==> src/core/ubf_regs.vh <==
// Purpose : register map of one serial unit
// Assumes : byte address is four times the index
// Notes   : definitions only
`ifndef UBF_REGS_VH
`define UBF_REGS_VH

// ------------------------------------------------------------------
// register indices
// ------------------------------------------------------------------
`define UBF_IDX_CSR      10'h086
`define UBF_IDX_UCR      10'h0C4
`define UBF_IDX_DBUF     10'h0C1
`define UBF_IDX_BAUD     10'h0C2
`define UBF_IDX_IRQ      10'h0C3
`define UBF_IDX_GCR      10'h0C5

// ------------------------------------------------------------------
// field positions
// ------------------------------------------------------------------
`define UBF_CSR_MODE     7
`define UBF_CSR_RE       6
`define UBF_CSR_SLAVE    5
`define UBF_CSR_FE       4
`define UBF_CSR_ERR      3
`define UBF_CSR_RXB      2
`define UBF_CSR_TXB      1
`define UBF_CSR_ACT      0
`define UBF_UCR_FLUSH    7
`define UBF_GCR_CPOL     7
`define UBF_GCR_SAMPLE_PHASE     6
`define UBF_GCR_ORDER    5
`define UBF_IRQ_RXIE     0
`define UBF_IRQ_TXIE     1
`define UBF_IRQ_RXF      2
`define UBF_IRQ_TXF      3

// ------------------------------------------------------------------
// reset values and rate constants
// ------------------------------------------------------------------
`define UBF_RST_BYTE     8'h00
`define UBF_RATE_BASE    9'h100
`define UBF_ACC_HALF     28'h800_0000
`define UBF_UART_LAST    5'h09
`define UBF_SPI_LAST     5'h0F

`endif

==> src/core/ubf_unit.v <==
// Purpose : one serial unit with rate generator and flush
// Assumes : 100 MHz clock, APB access
// Notes   : half duplex in async mode, master shifts both ways; slave transfers never start
`timescale 1ns/1ps
`include "ubf_regs.vh"

// How it works
// rate is (256+mant) * 2^exp / 2^28 * clock
// one generator serves async and master clock
// async mode reaches clock/16 at exp 16
// receiving master reaches clock/8 at exp 17
// transmit-only master reaches clock/2 at exp 19
// slave clock at most clock/8, master obeys
// software sets rate before any transfer
// 26 MHz standard rates from table settings
// 24 MHz standard rates from table settings
// flush stops operation, clears buffers, idles
// software waits a bit after flush
// done flags request irq only when enabled
// dma triggers follow the same done events
// dma reaches data buffer like the cpu
// software avoids dma with sample phase one
// six registers per unit instance
// bit7 selects async, bit5 selects slave
// bit6 is the receiver enable
// bit4 framing error, write zero only
// bad stop bit sets, status read clears
module ubf_unit (
    // clock, reset and freeze
    input  wire        clk_sys_i,
    input  wire        rst_n_i,
    input  wire        ce_i,
    // apb slave
    input  wire        psel_i,
    input  wire        penable_i,
    input  wire        pwrite_i,
    input  wire [11:0] paddr_i,
    input  wire [31:0] pwdata_i,
    output wire [31:0] prdata_o,
    output wire        pready_o,
    output wire        pslverr_o,
    // serial pins
    input  wire        rxd_i,
    output wire        txd_o,
    output wire        sck_o,
    output wire        mosi_o,
    input  wire        miso_i,
    // events
    output wire        rx_irq_o,
    output wire        tx_irq_o,
    output wire        rx_dma_trigger_o,
    output wire        tx_dma_trigger_o
);

    // ------------------------------------------------------------------
    // engine states
    // ------------------------------------------------------------------
    localparam [1:0] ST_IDLE = 2'b00;
    localparam [1:0] ST_UTX  = 2'b01;
    localparam [1:0] ST_URX  = 2'b10;
    localparam [1:0] ST_SPI  = 2'b11;

    // ------------------------------------------------------------------
    // functions
    // ------------------------------------------------------------------
    // step (256 + mant) << exp, one more for half periods
    function [28:0] rate_inc;
        input [7:0] mant;
        input [4:0] expo;
        input       dbl;
        reg   [37:0] wide;
        begin
            wide = {29'd0, `UBF_RATE_BASE | {1'b0, mant}} << ({1'b0, expo} + {5'd0, dbl});
            rate_inc = wide[28:0];
        end
    endfunction

    // shift one bit in, by bit order
    function [7:0] spi_shift;
        input [7:0] cur;
        input       bit_in;
        input       msb_first;
        begin
            spi_shift = msb_first ? {cur[6:0], bit_in} : {bit_in, cur[7:1]};
        end
    endfunction

    // ------------------------------------------------------------------
    // state declarations
    // ------------------------------------------------------------------
    reg        mode_q;          // 1 async, 0 synchronous
    reg        rx_enable_bit_q; // receiver enable
    reg        slave_q;         // synchronous slave select
    reg        framing_error_q; // bad stop bit seen
    reg        err_q;           // parity status, never set here
    reg        rxb_q;           // received byte ready
    reg        txb_q;           // last byte shifted out
    reg  [6:0] ucr_q;           // async control, flush not stored
    reg        cpol_q;          // idle clock level
    reg        sample_phase_q;  // clock phase
    reg        order_q;         // 1 msb first
    reg  [4:0] baud_e_q;        // rate exponent
    reg  [7:0] baud_m_q;        // rate mantissa
    reg        rx_irq_enable_q; // receive irq enable
    reg        tx_irq_enable_q; // transmit irq enable
    reg        rx_done_flag_q;  // receive complete flag
    reg        tx_done_flag_q;  // transmit start flag, holding byte taken
    reg  [7:0] hold_q;          // transmit holding byte
    reg        hold_v_q;        // holding byte valid
    reg  [7:0] rx_buf_q;        // receive data buffer
    reg  [1:0] state_q;         // engine state
    reg [27:0] acc_q;           // rate accumulator
    reg  [4:0] cnt_q;           // bit or edge counter
    reg  [8:0] sh_q;            // shift register
    reg        txd_q;           // async line out
    reg        sck_q;           // master clock out
    reg        mosi_q;          // master data out
    reg        rxd_m_q;         // rxd sync stage 1
    reg        rxd_s_q;         // rxd sync stage 2
    reg        rxd_p_q;         // rxd previous, for start edge
    reg        miso_m_q;        // miso sync stage 1
    reg        miso_s_q;        // miso sync stage 2
    reg [31:0] prdata_q;        // read data
    reg        rx_pulse_q;      // receive dma trigger
    reg        tx_pulse_q;      // transmit dma trigger
    reg [31:0] rd_mux;          // read mux value

    // ------------------------------------------------------------------
    // apb decode
    // ------------------------------------------------------------------
    wire       acc_en   = psel_i & penable_i & ce_i;
    wire       wr_en    = acc_en & pwrite_i;
    wire       rd_en    = acc_en & ~pwrite_i;
    wire       hit_csr  = (paddr_i[11:2] == `UBF_IDX_CSR);
    wire       hit_ucr  = (paddr_i[11:2] == `UBF_IDX_UCR);
    wire       hit_dbuf = (paddr_i[11:2] == `UBF_IDX_DBUF);
    wire       hit_baud = (paddr_i[11:2] == `UBF_IDX_BAUD);
    wire       hit_irq  = (paddr_i[11:2] == `UBF_IDX_IRQ);
    wire       hit_gcr  = (paddr_i[11:2] == `UBF_IDX_GCR);
    wire       hit_any  = hit_csr | hit_ucr | hit_dbuf | hit_baud | hit_irq | hit_gcr;
    wire [7:0] wb       = pwdata_i[7:0];

    assign pready_o  = ce_i;
    assign pslverr_o = psel_i & penable_i & ~hit_any;
    assign prdata_o  = prdata_q;

    // flush is a write-one strobe
    wire flush = wr_en & hit_ucr & wb[`UBF_UCR_FLUSH];

    // ------------------------------------------------------------------
    // rate generator and engine events
    // ------------------------------------------------------------------
    // one accumulator for bits and half sck periods
    wire [28:0] inc  = rate_inc(baud_m_q, baud_e_q, state_q == ST_SPI); // see R1
    wire [28:0] sum  = {1'b0, acc_q} + inc;
    wire        tick = sum[28];

    // holding byte enters the engine, never as slave
    wire start_tx  = hold_v_q & (state_q == ST_IDLE) & ~flush & (mode_q | ~slave_q);
    // start edge while receiving
    wire start_rx  = (state_q == ST_IDLE) & ~hold_v_q & ~flush & mode_q & rx_enable_bit_q
                     & rxd_p_q & ~rxd_s_q;
    wire utx_end   = (state_q == ST_UTX) & tick & (cnt_q == `UBF_UART_LAST);
    wire urx_stop  = (state_q == ST_URX) & tick & (cnt_q == `UBF_UART_LAST);
    wire rx_ok     = urx_stop & rxd_s_q;
    wire fe_evt    = urx_stop & ~rxd_s_q;
    wire spi_end   = (state_q == ST_SPI) & tick & (cnt_q == `UBF_SPI_LAST);
    wire spi_samp  = (cnt_q[0] == sample_phase_q);
    wire [7:0] spi_next = spi_shift(sh_q[7:0], miso_s_q, order_q);
    wire rx_evt    = rx_ok | spi_end;

    // ------------------------------------------------------------------
    // pin synchronisers
    // ------------------------------------------------------------------
    // two flops before any logic
    always @(posedge clk_sys_i or negedge rst_n_i) begin
        if (!rst_n_i) begin
            rxd_m_q  <= 1'b1;
            rxd_s_q  <= 1'b1;
            rxd_p_q  <= 1'b1;
            miso_m_q <= 1'b0;
            miso_s_q <= 1'b0;
        end else if (ce_i) begin
            rxd_m_q  <= rxd_i;
            rxd_s_q  <= rxd_m_q;
            rxd_p_q  <= rxd_s_q;
            miso_m_q <= miso_i;
            miso_s_q <= miso_m_q;
        end
    end

    // ------------------------------------------------------------------
    // transfer engine
    // ------------------------------------------------------------------
    // rate limits follow from the step
    // see R3, see R4, see R5, see R8
    always @(posedge clk_sys_i or negedge rst_n_i) begin
        if (!rst_n_i) begin
            state_q  <= ST_IDLE;
            acc_q    <= 28'h000_0000;
            cnt_q    <= 5'h00;
            sh_q     <= 9'h000;
            txd_q    <= 1'b1;
            sck_q    <= 1'b0;
            mosi_q   <= 1'b0;
            rx_buf_q <= `UBF_RST_BYTE;
        end else if (ce_i) begin
            acc_q <= sum[27:0];
            if (flush) begin
                // abort, drop data, line idle
                state_q  <= ST_IDLE;
                sh_q     <= 9'h000;
                rx_buf_q <= `UBF_RST_BYTE;
                txd_q    <= 1'b1;
                sck_q    <= cpol_q;
                cnt_q    <= 5'h00;
            end else begin
                case (state_q)
                    ST_IDLE: begin
                        sck_q <= cpol_q;
                        cnt_q <= 5'h00;
                        if (start_tx && mode_q) begin
                            // start bit now, data then stop bit
                            state_q <= ST_UTX;
                            acc_q   <= 28'h000_0000;
                            txd_q   <= 1'b0;
                            sh_q    <= {1'b1, hold_q};
                        end else if (start_tx) begin
                            // master, first bit early
                            state_q <= ST_SPI;
                            acc_q   <= 28'h000_0000;
                            sh_q    <= {1'b0, hold_q};
                            mosi_q  <= order_q ? hold_q[7] : hold_q[0];
                        end else if (start_rx) begin
                            // sample in the middle of each bit
                            state_q <= ST_URX;
                            acc_q   <= `UBF_ACC_HALF;
                        end
                    end
                    ST_UTX: begin
                        if (tick) begin
                            if (cnt_q == `UBF_UART_LAST) begin
                                state_q <= ST_IDLE;
                            end else begin
                                txd_q <= sh_q[0];
                                sh_q  <= {1'b0, sh_q[8:1]};
                                cnt_q <= cnt_q + 5'h01;
                            end
                        end
                    end
                    ST_URX: begin
                        if (tick) begin
                            if (cnt_q == 5'h00 && rxd_s_q) begin
                                // glitch, no start bit
                                state_q <= ST_IDLE;
                            end else if (cnt_q == `UBF_UART_LAST) begin
                                state_q <= ST_IDLE;
                                if (rxd_s_q) begin
                                    rx_buf_q <= sh_q[7:0];
                                end
                            end else begin
                                if (cnt_q != 5'h00) begin
                                    sh_q <= {1'b0, rxd_s_q, sh_q[7:1]};
                                end
                                cnt_q <= cnt_q + 5'h01;
                            end
                        end
                    end
                    ST_SPI: begin
                        if (tick) begin
                            sck_q <= ~sck_q;
                            cnt_q <= cnt_q + 5'h01;
                            if (spi_samp) begin
                                sh_q <= {1'b0, spi_next};
                            end else begin
                                mosi_q <= order_q ? sh_q[7] : sh_q[0];
                            end
                            if (cnt_q == `UBF_SPI_LAST) begin
                                state_q  <= ST_IDLE;
                                rx_buf_q <= spi_samp ? spi_next : sh_q[7:0];
                            end
                        end
                    end
                    default: begin
                        state_q <= ST_IDLE;
                    end
                endcase
            end
        end
    end

    // ------------------------------------------------------------------
    // control registers written by software
    // ------------------------------------------------------------------
    // software writable fields
    always @(posedge clk_sys_i or negedge rst_n_i) begin
        if (!rst_n_i) begin
            mode_q          <= 1'b0;
            rx_enable_bit_q <= 1'b0;
            slave_q         <= 1'b0;
            ucr_q           <= 7'h00;
            cpol_q          <= 1'b0;
            sample_phase_q  <= 1'b0;
            order_q         <= 1'b0;
            baud_e_q        <= 5'h00;
            baud_m_q        <= `UBF_RST_BYTE;
            rx_irq_enable_q <= 1'b0;
            tx_irq_enable_q <= 1'b0;
        end else if (ce_i && wr_en) begin
            if (hit_csr) begin
                mode_q          <= wb[`UBF_CSR_MODE];
                rx_enable_bit_q <= wb[`UBF_CSR_RE];
                slave_q         <= wb[`UBF_CSR_SLAVE];
            end
            if (hit_ucr) begin
                ucr_q <= wb[6:0];
            end
            if (hit_gcr) begin
                cpol_q         <= wb[`UBF_GCR_CPOL];
                sample_phase_q <= wb[`UBF_GCR_SAMPLE_PHASE];
                order_q        <= wb[`UBF_GCR_ORDER];
                baud_e_q       <= wb[4:0];
            end
            if (hit_baud) begin
                baud_m_q <= wb;
            end
            if (hit_irq) begin
                rx_irq_enable_q <= wb[`UBF_IRQ_RXIE];
                tx_irq_enable_q <= wb[`UBF_IRQ_TXIE];
            end
        end
    end

    // ------------------------------------------------------------------
    // status flags: clears first, sets win
    // ------------------------------------------------------------------
    always @(posedge clk_sys_i or negedge rst_n_i) begin
        if (!rst_n_i) begin
            framing_error_q <= 1'b0;
            err_q           <= 1'b0;
            rxb_q           <= 1'b0;
            txb_q           <= 1'b0;
            rx_done_flag_q  <= 1'b0;
            tx_done_flag_q  <= 1'b0;
            hold_q          <= `UBF_RST_BYTE;
            hold_v_q        <= 1'b0;
            rx_pulse_q      <= 1'b0;
            tx_pulse_q      <= 1'b0;
        end else if (ce_i) begin
            // status read clears error bits
            if (rd_en && hit_csr) begin
                framing_error_q <= 1'b0;
                err_q           <= 1'b0;
            end
            // error and byte bits accept only a zero
            if (wr_en && hit_csr) begin
                if (!wb[`UBF_CSR_FE])  framing_error_q <= 1'b0;
                if (!wb[`UBF_CSR_ERR]) err_q           <= 1'b0;
                if (!wb[`UBF_CSR_RXB]) rxb_q           <= 1'b0;
                if (!wb[`UBF_CSR_TXB]) txb_q           <= 1'b0;
            end
            if (wr_en && hit_irq) begin
                if (!wb[`UBF_IRQ_RXF]) rx_done_flag_q <= 1'b0;
                if (!wb[`UBF_IRQ_TXF]) tx_done_flag_q <= 1'b0;
            end
            // buffer read consumes the byte
            if (rd_en && hit_dbuf) begin
                rxb_q <= 1'b0;
            end
            // buffer write fills the holding byte
            if (wr_en && hit_dbuf) begin
                hold_q   <= wb;
                hold_v_q <= 1'b1;
            end else if (start_tx) begin
                hold_v_q <= 1'b0;
            end
            if (flush) begin
                hold_v_q <= 1'b0;
                rxb_q    <= 1'b0;
            end
            // hardware events
            if (fe_evt) framing_error_q <= 1'b1;
            if (rx_evt) begin
                rxb_q          <= 1'b1;
                rx_done_flag_q <= 1'b1;
            end
            if (utx_end || spi_end) txb_q <= 1'b1;
            if (start_tx) tx_done_flag_q <= 1'b1;
            rx_pulse_q <= rx_evt;
            tx_pulse_q <= start_tx;
        end
    end

    // ------------------------------------------------------------------
    // read data, captured in the setup cycle
    // ------------------------------------------------------------------
    always @* begin
        rd_mux = 32'h0000_0000;
        case (1'b1)
            hit_csr:  rd_mux[7:0] = {mode_q, rx_enable_bit_q, slave_q, framing_error_q,
                                     err_q, rxb_q, txb_q, state_q != ST_IDLE};
            hit_ucr:  rd_mux[7:0] = {1'b0, ucr_q};
            hit_gcr:  rd_mux[7:0] = {cpol_q, sample_phase_q, order_q, baud_e_q};
            hit_dbuf: rd_mux[7:0] = rx_buf_q;
            hit_baud: rd_mux[7:0] = baud_m_q;
            hit_irq:  rd_mux[7:0] = {4'h0, tx_done_flag_q, rx_done_flag_q,
                                     tx_irq_enable_q, rx_irq_enable_q};
            default:  rd_mux = 32'h0000_0000;
        endcase
    end

    always @(posedge clk_sys_i or negedge rst_n_i) begin
        if (!rst_n_i) begin
            prdata_q <= 32'h0000_0000;
        end else if (ce_i && psel_i && !penable_i && !pwrite_i) begin
            prdata_q <= rd_mux;
        end
    end

    // ------------------------------------------------------------------
    // outputs
    // ------------------------------------------------------------------
    assign txd_o            = txd_q;
    assign sck_o            = sck_q;
    assign mosi_o           = mosi_q;
    assign rx_irq_o         = rx_done_flag_q & rx_irq_enable_q;
    assign tx_irq_o         = tx_done_flag_q & tx_irq_enable_q;
    assign rx_dma_trigger_o = rx_pulse_q;
    assign tx_dma_trigger_o = tx_pulse_q;

endmodule

==> config.mk <==
export PLATFORM = sky130hd
export DESIGN_NAME = ubf_unit
export DESIGN_NICKNAME = d
export VERILOG_FILES = /design/src/core/ubf_unit.v
export VERILOG_INCLUDE_DIRS = /design/src /design/src/core
export SDC_FILE = /design/constraint.sdc
export NUM_CORES = 1
export LEC_CHECK = 0
export BUFFER_PORTS_ARGS = -buffer_cell sky130_fd_sc_hd__buf_4
export CORE_MARGIN = 2
export CORE_UTILIZATION = 35
export DETAILED_ROUTE_END_ITERATION = 8
export PLACE_DENSITY = 0.64
export SLEW_MARGIN = 20
export SYNTH_ARGS = -nofsm -noshare
export SYNTH_HDL_FRONTEND = slang
export SYNTH_SLANG_ARGS = --single-unit
export TNS_END_PERCENT = 5
==> constraint.sdc <==
create_clock -name clk_sys_i -period 13.7 [get_ports clk_sys_i]
set_clock_uncertainty 0.2 [all_clocks]
set_input_delay 1.37 -clock clk_sys_i [delete_from_list [all_inputs] [get_ports clk_sys_i]]
set_output_delay 1.37 -clock clk_sys_i [all_outputs]
set_load 0.02 [all_outputs]
# Word level (Yosys, flattened, before mapping)
# Cells that the tools add are included.
# Widths: inputs -> output; s select.
[word_totals] regBits=113 input_bits=52 output_inout_bits=41 word_cells=247
[op_classes] add_sub_neg=3 n_eq_ne=34 n_shift=1 n_mux=89 bitwise_logic=40 n_reduce_logical=45
[op_table] operator="$mux 28" count=5
[op_table] operator="$mux 8" count=14
[op_table] operator="$mux 9" count=11
[op_table] operator="$eq 10x8->1 const B" count=6
[op_table] operator="$pmux 9 s4" count=1
[op_table] operator="$mux 1" count=35
[op_table] operator="$mux 5" count=6
[op_table] operator="$add 28x29->29" count=1
[op_table] operator="$shl 9x6->29" count=1
[op_table] operator="$ne 3x3->1 const B" count=9
[op_table] operator="$and 1x1->1" count=26
[op_table] operator="$mux 2" count=10
[op_table] operator="$pmux 5 s4" count=1
[op_table] operator="$pmux 8 s2" count=1
[op_table] operator="$reduce_and 3->1" count=5
[op_table] operator="$reduce_and 2->1" count=7
[op_table] operator="$reduce_bool 3->1" count=4
[op_table] operator="$logic_and 1x1->1" count=11
[op_table] operator="$eq 5x4->1 const B" count=2
[op_table] operator="$reduce_and 10->1" count=1
[op_table] operator="$reduce_and 5->1" count=2
[op_table] operator="$reduce_bool 2->1" count=5
[op_table] operator="$ne 3x2->1 const B" count=3
[op_table] operator="$ne 2x2->1 const B" count=4
[op_table] operator="23 further kinds" count=41

# Depth between registers and ports, before layout
# Gate-level depths: netlist of the first run.
[logic_depth] depth_word=16 depth_mapped=23 ltp_nobuf=20

# Worst setup path after synthesis of the first run
# OpenSTA, ideal clock, no wires.
[synth_path] kind="reg2reg" startpoint="register state_q[0]" endpoint="register sh_q[0]" setup_time_ns=0.075 t_arrival_ns=4.974 required_ns=13.425 slack_ns=8.451 path_stages_with_launch=23 path_buffers=4 synth_period_minus_slack_ns=5.249 path_cell_list="dfrtp_1 ha_1 buf_2 and2_1 ha_1 xor2_1 clkbuf_1 mux2i_1 nor2_1 nor2_1 nor2_1 ha_1 clkbuf_1 a21oi_1 o21ai_1 o311a_1 a21o_1 o2111a_1 a211oi_4 a22oi_2 or3_1 buf_6 o2bb2ai_2"
[synth_via] elab_chain_len=8 word_cells_on_any_way=24 classes_between="add/sub (2); eq/ne (12); shift (1); mux (3); bitwise (3); reduce/logical (3)"
[synth_lines] element="start: declaration" line="ubf_unit.v:111" rtl="reg [1:0] state_q;"
[synth_lines] element="start signal: assignment" line="ubf_unit.v:199" rtl="state_q <= ST_IDLE;"
[synth_lines] element="start signal: assignment" line="ubf_unit.v:211" rtl="state_q <= ST_IDLE;"
[synth_lines] element="start signal: assignment" line="ubf_unit.v:224" rtl="state_q <= ST_UTX;"
[synth_lines] element="branches (longest 8 deep; another with $add 28x29->29)"
[synth_lines] element="end signal: assignment" line="ubf_unit.v:227" rtl="sh_q <= {1'b1, hold_q};"
[synth_lines] element="end signal: assignment" line="ubf_unit.v:232" rtl="sh_q <= {1'b0, hold_q};"
[synth_lines] element="end signal: assignment" line="ubf_unit.v:246" rtl="sh_q <= {1'b0, sh_q[8:1]};"
[synth_lines] element="end: declaration" line="ubf_unit.v:114" rtl="reg [8:0] sh_q;"
# Several ways; the timed one is not identified.
# A chain may end at the register's enable or synchronous reset.

# Worst setup path after layout of the first run
[layout_path] startpoint="register state_q[1]" endpoint="register sh_q[3]"
# The elaborated chain is that of the path after synthesis.

==> impl_metrics.toml, run 1 <==
[status]
status = "completed"

[global_route]
groute.usage.overall = 0.181
grt_pass1_vias = 6640
overflow = 0
grt_start_max_net_pins = 65
antenna_found_initial = 0
grt_pass1_wl_um = 34900

[power]
p_per_area_nw_per_um2 = 126
p_leak_uw = 0.00414
vdd_drop_max_v = 0.0000858

[clock_network]
clock-root-buffer = "clkbuf_16"
htree_num_levels = 4
max-clock-path-buffers = 2
cts_made_buffers = 17
cts.sinks = 113
postCtsHoldBufs = 0
insertion_delay_ns = 0.43
clkTransAtPathRegs_ns = 0.06
post_cts_resized = 0
postCtsSetupBuffers = 0
cts_tree = "yes"

[logic_synthesis]
synthAdderAreaFrac = 0.0614
synth-edff-count = 0
syn_inst = 882
synthArstFlopShare = 1.00
muxShareOfSynthArea = 0.103
synth_xor_area_frac = 0.0301
synth-compound-area-share = 0.236
yosysUniqueCellTypes = 74
ys_ff_latch = 113
synthSimpleGateAreaFrac = 0.156
ys_seq_area_frac = 0.351
yosysWarnings = 0
syn_avg_cell_area_um2 = 9.15
synth_top_family_by_area = "compound AO/OA/AOI/OAI gates"
synth_flop_cell = "dfrtp_1"
syn_area_um2 = 8070

[routing]
routed_wl_um = 21400
antenna_left = 0
drc_errors = 0
drtPass1Iterations = 5
drtIter0Drc = 500
wl_per_cell_um = 17.8
num_vias = 6827
drt-vias-per-instance = 5.69

[worst_setup_path]
worstPathMaxFanout = 12
path_class = "flop to flop"
startpoint_type = "flop"
cp-end-kind = "flop"
worstPathArrival_ns = 7.04
crit_required_ns = 13.86

[layout]
drive_gt1_frac = 0.169
antennaDiodeCount = 0
nNetsFinal = 993
stdcell_area_um2 = 9080
final_util = 0.401
syn2layout_area_growth_pct = 12.5
stdcell_count = 1200

[timing]
setup_viol = 0
rsz0062_at_grt = "no"
hold_viol = 0
setup_tns_ns = 0
post-route-min-period_ns = 6.89
fin_crit_sh = 0.503
drv_slew = 0
max_freq_mhz = 145
slew_headroom = 0.296
worst_slew_pin_slew_ns = 1.05

[floorplan]
die_w_um = 156
dieArea_um2 = 24300
core_um2 = 22600
die_h_um = 156
initial_core_util = 0.356
num_rows = 55
io_pins = 93

[place]
port_buffers = 42
place_congestion = 0.933
hpwl_um = 15200
placed_cell_area_um2 = 8480
dp_cells = 1168

[hold_path]
hold_path_class = "flop to flop"

[job]
maxCapViolations = 0
==> worst paths after layout <==
check	end	depth (start not counted)	slack, ns	start
max reg2reg	sh_q[3]$_DFFE_PN0P_	19	6.81	state_q[1]$_DFFE_PN0P_
max in group asynchronous	txb_q$_DFFE_PN0P_	2	11.25	rst_n_i
min	rx_buf_q[5]$_DFFE_PN0P_	2	0.28	rx_buf_q[5]$_DFFE_PN0P_
min reg2reg	rx_buf_q[5]$_DFFE_PN0P_	2	0.28	rx_buf_q[5]$_DFFE_PN0P_
max	sh_q[3]$_DFFE_PN0P_	19	6.81	state_q[1]$_DFFE_PN0P_
min in group asynchronous	prdata_o[0]$_DFFE_PN0P_	1	0.77	rst_n_i
==> layer usage <==
| metal | wire (µm) | track usage | up-vias |
|---|---|---|---|
| li1 | - | - | 3264 |
| met1 | 9750 | 0.237 | 3335 |
| met2 | 10300 | 0.306 | 202 |
| met3 | 1020 | 0.0356 | 26 |
| met4 | 263 | 0.0516 | 0 |
| met5 | 0 | 0 | - |
==> logic make-up (layout without fill, tap and decap cells) <==
kind of cell             Yosys count  in the layout
AO/OA/AOI/OAI                    264            264
XOR/XNOR                          26             26
adder cells (fa/ha/maj)           39             39
buffers and inverters            100            110
flip-flops                       113            113
multiplexers                      72             72
other                              1             24
AND/OR/NAND/NOR                  267            267
==> layout by cell type, fill, tap and decap left out, types with 12 or more instances in the layout <==
cell       count
nand3_1       16
buf_4         46
a22o_1        23
mux2_2        48
inv_1         32
dfrtp_1      109
a21oi_1       55
clkbuf_16     17
nand2b_1      17
o21ai_0       45
o21a_1        12
a211oi_1      13
nor3_1        22
mux2i_1       20
ha_1          38
nand2_1       72
nor2_1        85
conb_1        24
xnor2_1       16
a21o_1        18
==> state kept, by name, summed over array words and instances (netlist names), 2 cells and up <==
name,cells
ucr_q,7
rx_buf_q,8
acc_q,28
baud_m_q,8
sh_q,9
baud_e_q,5
state_q,2
hold_q,8
cnt_q,5
prdata_o,8
==> through the flow <==
step           setup WS (ns)  power [µW]  hold slack, ns
4_1_cts                 6.97        1150           0.284
3_3_place_gp            7.13         683           0.262
5_1_grt                 6.43        1200           0.296
3_5_place_dp            7.05         688           0.270
6_report                6.81        1140           0.282
2_1_floorplan           8.45         619           0.245
==> cell type report <==
type,instances,area [µm²]
multi-input combinational,692,4830
clock inverter,15,173
tap,285,357
timing repair buffer,46,345
inverter,32,120
sequential,113,2830
fill,2220,13600
clock buffer,17,425
==> critical path, cell delays in order, from the launching register on <==
cell and delay [ns]:
dfrtp_1 0.43, ha_1 0.53, and2_1 0.26, ha_1 0.27
xor2_1 0.82, nor2_1 0.12, a21oi_1 0.20, nor2_1 0.06
a31oi_1 0.27, nor2_1 0.12, ha_1 0.40, nand2_1 0.11
o21ai_0 0.34, o21ai_0 0.19, a211oi_1 0.52, o21ai_0 0.34
a211oi_4 0.60, a22oi_2 0.22, or3_1 0.59, o2bb2ai_2 0.21
==> synth_stat cells, drive strengths merged (9+ instances only) <==
cell    instances  area [µm²]
mux2           48         541
nor2           85         319
nand4           9        56.3
nand3          16        80.1
ha             38         475
mux2i          21         223
a22o           23         201
buf            36         260
xor2            9        86.3
o31ai           9        67.6
dfrtp         109        2730
o21ai          48         240
clkbuf         32         120
o32ai          11        96.3
inv            32         120
and2            9        56.3
nor3           23         120
nor2b           9        56.3
a211oi         15         138
a21o           18         135
nand2b         17         106
nand2          72         270
xnor2          17         156
a21oi          55         275
o21a           12        90.1
==> power by group <==
part,internal [µW],leakage (µW),switching [µW]
Clock,273,0.000289,185
Sequential,372,0.00150,38.7
Combinational,117,0.00235,158
No activity file was read; power rests on OpenSTA's default activity.
==> run 2, diff against run 1 <==
clock period = 7.2 ns   (was 13.7 ns; I/O delays follow)
==> run 2 against run 1 <==
Compared with the run above: worst hold slack lost 0.24 ns; global-route usage shrank 0.16 points; flip-flop and latch count is the same; die area is the same; combinational power grew 91%; first-iteration DRC count grew 6.2%; sequential power grew 91%; final cell count grew 0.17%; highest routed layer unchanged.
==> impl_metrics.toml, run 2 (synthesis results as in run 1) <==
[power]
p_leak_uw = 0.00415
p_per_area_nw_per_um2 = 236
finalPower_uw = 2140
vdd_drop_max_v = 0.000201

[layout]
drive_gt1_frac = 0.171
largestRegisters = "acc_q x28, sh_q x9"
nNetsFinal = 995
antennaDiodeCount = 0
largest_reg_flops = 28
top_register = "acc_q"
final_common_cell = "dfrtp_1"
layout_common_cells = "dfrtp_1, nor2_1, nand2_1"
syn2layout_area_growth_pct = 12.6
final_util = 0.401

[floorplan]
dieArea_um2 = 24300
io_pins = 93
die_h_um = 156
core_um2 = 22600
initial_core_util = 0.356
num_rows = 55
die_w_um = 156

[clock_network]
cts_tree = "yes"
max-clock-path-buffers = 2
insertion_delay_ns = 0.42
clock-root-buffer = "clkbuf_16"
clkTransAtPathRegs_ns = 0.06
postCtsSetupBuffers = 0
cts_made_buffers = 17
htree_num_levels = 4
postCtsHoldBufs = 0
post_cts_resized = 0
cts.sinks = 113

[place]
hpwl_um = 15100
place_congestion = 0.892
port_buffers = 42

[worst_setup_path]
startpoint_type = "flop"
crit_required_ns = 7.35
path_class = "flop to flop"
reg2reg_slack_ns = 0.65
worstPathArrival_ns = 6.70
cp-end-kind = "flop"
worstPathMaxFanout = 15

[timing]
worst_slew_pin_slew_ns = 1.10
drv_slew = 0
post-route-min-period_ns = 6.55
rsz0062_at_grt = "no"
setup_viol = 0
fin_crit_sh = 0.910
hold_viol = 0
max_freq_mhz = 153
slew_headroom = 0.266
setup_tns_ns = 0

[routing]
num_vias = 6801
drtIter0Drc = 531
antenna_left = 0
drt-vias-per-instance = 5.66
wl_per_cell_um = 17.6
drtPass1Iterations = 5
routed_wl_um = 21200
drc_errors = 0

[job]
maxCapViolations = 0

[global_route]
overflow = 0
antenna_found_initial = 0
grt_pass1_wl_um = 34500
grt_pass1_vias = 6557
groute.usage.overall = 0.180
grt_start_max_net_pins = 84

[hold_path]
hold_path_class = "input pin to asynchronous set/reset pin"

[status]
status = "completed"
## run 2: cell types whose count changed in the layout (fill, tap and decap cells not counted), sizes merged
cell	delta
clkinvlp	-1
buf	+2
clkbuf	+1
clkinv	-1
bufinv	-1
inv	+2
## run 2: cell type report
type	instances	area [µm²]
Clock buffer	18	439
Clock inverter	14	141
Fill cell	2217	13600
Inverter	32	120
Multi-Input combinational cell	692	4830
Sequential cell	113	2830
Tap cell	285	357
Timing Repair Buffer	48	364
## run 2: critical path, stage by stage, from the launching register on
cell       delay [ns]
dfrtp_1          0.43
ha_1             0.41
and2_1           0.28
ha_1             0.58
mux4_2           0.40
a21oi_1          0.22
nor2_1           0.06
a31oi_1          0.27
nor2_1           0.13
ha_1             0.40
nand2_1          0.12
o21ai_0          0.30
o21ai_0          0.18
a211oi_1         0.56
o21ai_0          0.34
a211oi_4         0.59
a22oi_2          0.22
or3_1            0.59
o2bb2ai_2        0.20
## run 2: routing by layer
layer  up-vias  track usage  wire, µm
li1       3259            -         -
met1      3304        0.238      9620
met5         -            0         0
met3        40       0.0358      1050
met2       198        0.294     10000
met4         0       0.0629       510
## run 2: final timing paths
kind | startpoint | to | depth (start not counted)
max | state_q[0]$_DFFE_PN0P_ | sh_q[3]$_DFFE_PN0P_ | 18
min | rst_n_i | acc_q[11]$_DFFE_PN0P_ | 1
max reg2reg | state_q[0]$_DFFE_PN0P_ | sh_q[3]$_DFFE_PN0P_ | 18
min reg2reg | rx_buf_q[6]$_DFFE_PN0P_ | rx_buf_q[6]$_DFFE_PN0P_ | 2
max in group asynchronous | rst_n_i | cnt_q[2]$_DFFE_PN0P_ | 2
min in group clk_sys_i | rx_buf_q[6]$_DFFE_PN0P_ | rx_buf_q[6]$_DFFE_PN0P_ | 2
## run 2: power breakdown
group          leakage, µW  switching, µW  internal, µW
combinational      0.00236            301           222
sequential         0.00150           75.3           708
clock             0.000285            343           495
## run 2: stage by stage
| stage | cell area (µm²) | hold WS (ns) | cells | setup WS [ns] |
|---|---|---|---|---|
| 6_report | 9080 | 0.0381 | 1202 | 0.647 |
| 5_1_grt | 9080 | 0.0728 | 1202 | 0.0742 |
| 4_1_cts | 9080 | 0.0476 | 1202 | 0.753 |
| 3_5_place_dp | 8500 | 0.267 | 1170 | 0.801 |
| 3_3_place_gp | 8500 | 0.262 | 1170 | 0.864 |
| 2_1_floorplan | 8150 | 0.224 | 905 | 1.95 |
==> run 3, diff against run 2 <==
ABC_AREA = 1   (was not set)
BUFFER_PORTS_ARGS = not set   (was -buffer_cell sky130_fd_sc_hd__buf_4)
DONT_BUFFER_PORTS = 1   (was not set)
PLACE_DENSITY = 0.61   (was 0.64)
RECOVER_POWER = 100   (was not set)
==> run 3 against run 2 <==
Compared with the run above: the run now ends with negative hold slack, max-capacitance violations, max-slew violations left; final cell count up 27%; clock-buffer cell count shrank 1; first-iteration DRC count increased by 17%; critical path depth increased by 7; power up 11%; design area grew 0.79%; flip-flop and latch count did not move; critical path type unchanged; critical endpoint is now cnt_q[3]$_DFFE_PN0P_; largest cell class unchanged; highest routed layer unchanged.
==> impl_metrics.toml, run 3 <==
[clock_network]
insertion_delay_ns = 0.43
postCtsSetupBuffers = 0
clock-root-buffer = "clkbuf_16"
htree_num_levels = 4
postCtsHoldBufs = 1
cts_tree = "yes"
cts_made_buffers = 17
cts.sinks = 113
clkTransAtPathRegs_ns = 0.06
post_cts_resized = 0
max-clock-path-buffers = 2

[routing]
num_vias = 7778
routed_wl_um = 24300
drc_errors = 0
drtIter0Drc = 622
antenna_left = 0
drtPass1Iterations = 5
drt-vias-per-instance = 5.09
wl_per_cell_um = 15.9

[layout]
nNetsFinal = 1287
stdcell_count = 1528
largest_reg_flops = 28
final_util = 0.388
drive_gt1_frac = 0.0529
top_register = "acc_q"
largestRegisters = "acc_q x28, sh_q x9"
final_common_cell = "nand2_1"
syn2layout_area_growth_pct = 7.87
fillCellCount = 2544
layout_common_cells = "nand2_1, inv_1, o21ai_0"
antennaDiodeCount = 0

[global_route]
overflow = 0
grt_start_max_net_pins = 114
antenna_found_initial = 0
grt_pass1_wl_um = 39800
groute.usage.overall = 0.195
grt_pass1_vias = 7501

[worst_setup_path]
worstPathArrival_ns = 5.94
timing.rr.start = "state_q[1]$_DFFE_PN0P_"
worstPathMaxFanout = 15
crit_required_ns = 7.36
reg2reg_depth = 25
timing.rr.end = "cnt_q[3]$_DFFE_PN0P_"
crit_path_frequent_cell = "nand2_1"
crit_slowest_cell = "o21ai_0"
crit_buf_inv = 5
cp-end-kind = "flop"
startpoint_type = "flop"
crit_family = "simple AND/OR/NAND/NOR gates"
reg2reg_slack_ns = 1.43
max_stage_delay_ns = 0.48
path_class = "flop to flop"

[place]
dpl_worst_slack_ns = 2.10
place_congestion = 0.877
dp_cells = 1495
port_buffers = 0
hpwl_um = 17900

[power]
p_sw_uw = 934
p_sw_frac = 0.393
internal-power_uw = 1440
p_per_area_nw_per_um2 = 260
sequentialPowerShare = 0.335
pwr-share-comb = 0.301
p_leak_uw = 0.00452
clkPwrFrac = 0.363
vdd_drop_max_v = 0.000140

[timing]
hold_viol = 2
fin_crit_sh = 0.802
setup_tns_ns = 0
timing.hold.ws_ns = -0.0160
slew_headroom = -0.367
setup_viol = 0
fin_ws_ns = 1.43
worst_slew_pin_slew_ns = 2.05
drv_slew = 38
post-route-min-period_ns = 5.77
max_freq_mhz = 173
rsz0062_at_grt = "no"

[logic_synthesis]
synth_common_cells = "nand2_1, inv_1, o21ai_0"
yosysWarnings = 0
syn_area_um2 = 8480
yosysMostFrequentCell = "nand2_1"
synth_flop_cell = "dfrtp_1"
yosysUniqueCellTypes = 59
synthArstFlopShare = 1.00
synth-edff-count = 0
netlist.area_leader.share = 0.321
ys_seq_area_frac = 0.334
synth_top_cell_by_area = "dfrtp_1"
syn_avg_cell_area_um2 = 7.04
syn_inst = 1206
synth.area.top_cells = "dfrtp_1, nand2_1, o21ai_0"
ys_ff_latch = 113

[status]
status = "finished, violations left"
violations = "negative hold slack, max-capacitance violations, max-slew violations"

[job]
maxCapViolations = 1

[floorplan]
io_pins = 93
die_h_um = 160
num_rows = 56
core_um2 = 23600
initial_core_util = 0.359
die_w_um = 160
dieArea_um2 = 25500

[hold_path]
hold_path_class = "input pin to asynchronous set/reset pin"
==> run 3: power groups by stage <==
stage | registers (µW) | clock network (µW) | logic (µW)
CTS | 797 | 877 | 733
global placement | 806 | 0 | 707
global route | 809 | 906 | 806
detailed placement | 807 | 0 | 714
floorplan | 785 | 0 | 586
finish | 796 | 863 | 716
==> run 3: worst max path at each step <==
stage	start	end	slack [ns]	cells past startpoint
6_report	state_q[1]$_DFFE_PN0P_	cnt_q[3]$_DFFE_PN0P_	1.43	25
3_3_place_gp	state_q[0]$_DFFE_PN0P_	rx_buf_q[6]$_DFFE_PN0P_	2.12	25
3_5_place_dp	state_q[1]$_DFFE_PN0P_	rx_buf_q[6]$_DFFE_PN0P_	2.10	24
5_1_grt	state_q[1]$_DFFE_PN0P_	cnt_q[3]$_DFFE_PN0P_	0.84	25
4_1_cts	state_q[1]$_DFFE_PN0P_	rx_buf_q[6]$_DFFE_PN0P_	2.06	25
2_1_floorplan	state_q[0]$_DFFE_PN0P_	rx_buf_q[0]$_DFFE_PN0P_	3.17	27
==> run 3: cells by family after synthesis <==
kind of cell | Yosys count | share of synthesized area
compound gates | 273 | 0.185
fa+ha+maj | 39 | 0.0584
other cells | 1 | 0.000442
xor+xnor | 23 | 0.0246
flops | 113 | 0.334
simple gates | 548 | 0.289
mux | 1 | 0.00118
buf+inv | 208 | 0.108
==> run 3: through the flow <==
stage / cell area, µm² / total power [µW]
global placement: 8640 / 1510
detailed placement: 8640 / 1520
global route: 9150 / 2520
CTS: 9260 / 2410
finish: 9150 / 2380
floorplan: 8570 / 1370
==> run 3: area by class of cell <==
class | count | area (µm²) | share of cell area
clock buffer | 17 | 425 | 0.0465
clock inverter | 15 | 163 | 0.0178
inverter | 153 | 574 | 0.0627
multi-input combinational | 908 | 4720 | 0.516
sequential | 113 | 2830 | 0.310
tap | 319 | 399 | 0.0436
timing repair buffer | 3 | 35.0 | 0.00383
==> run 3: metal layers <==
metal  part of all wire  vias up  wire, µm  global-route usage
met4              0.023        0       550              0.0616
met5                  0        -         0                   0
li1                   -     3926         -                   -
met1               0.45     3593     10900               0.254
met3              0.052       40      1260              0.0366
met2               0.48      219     11600               0.327
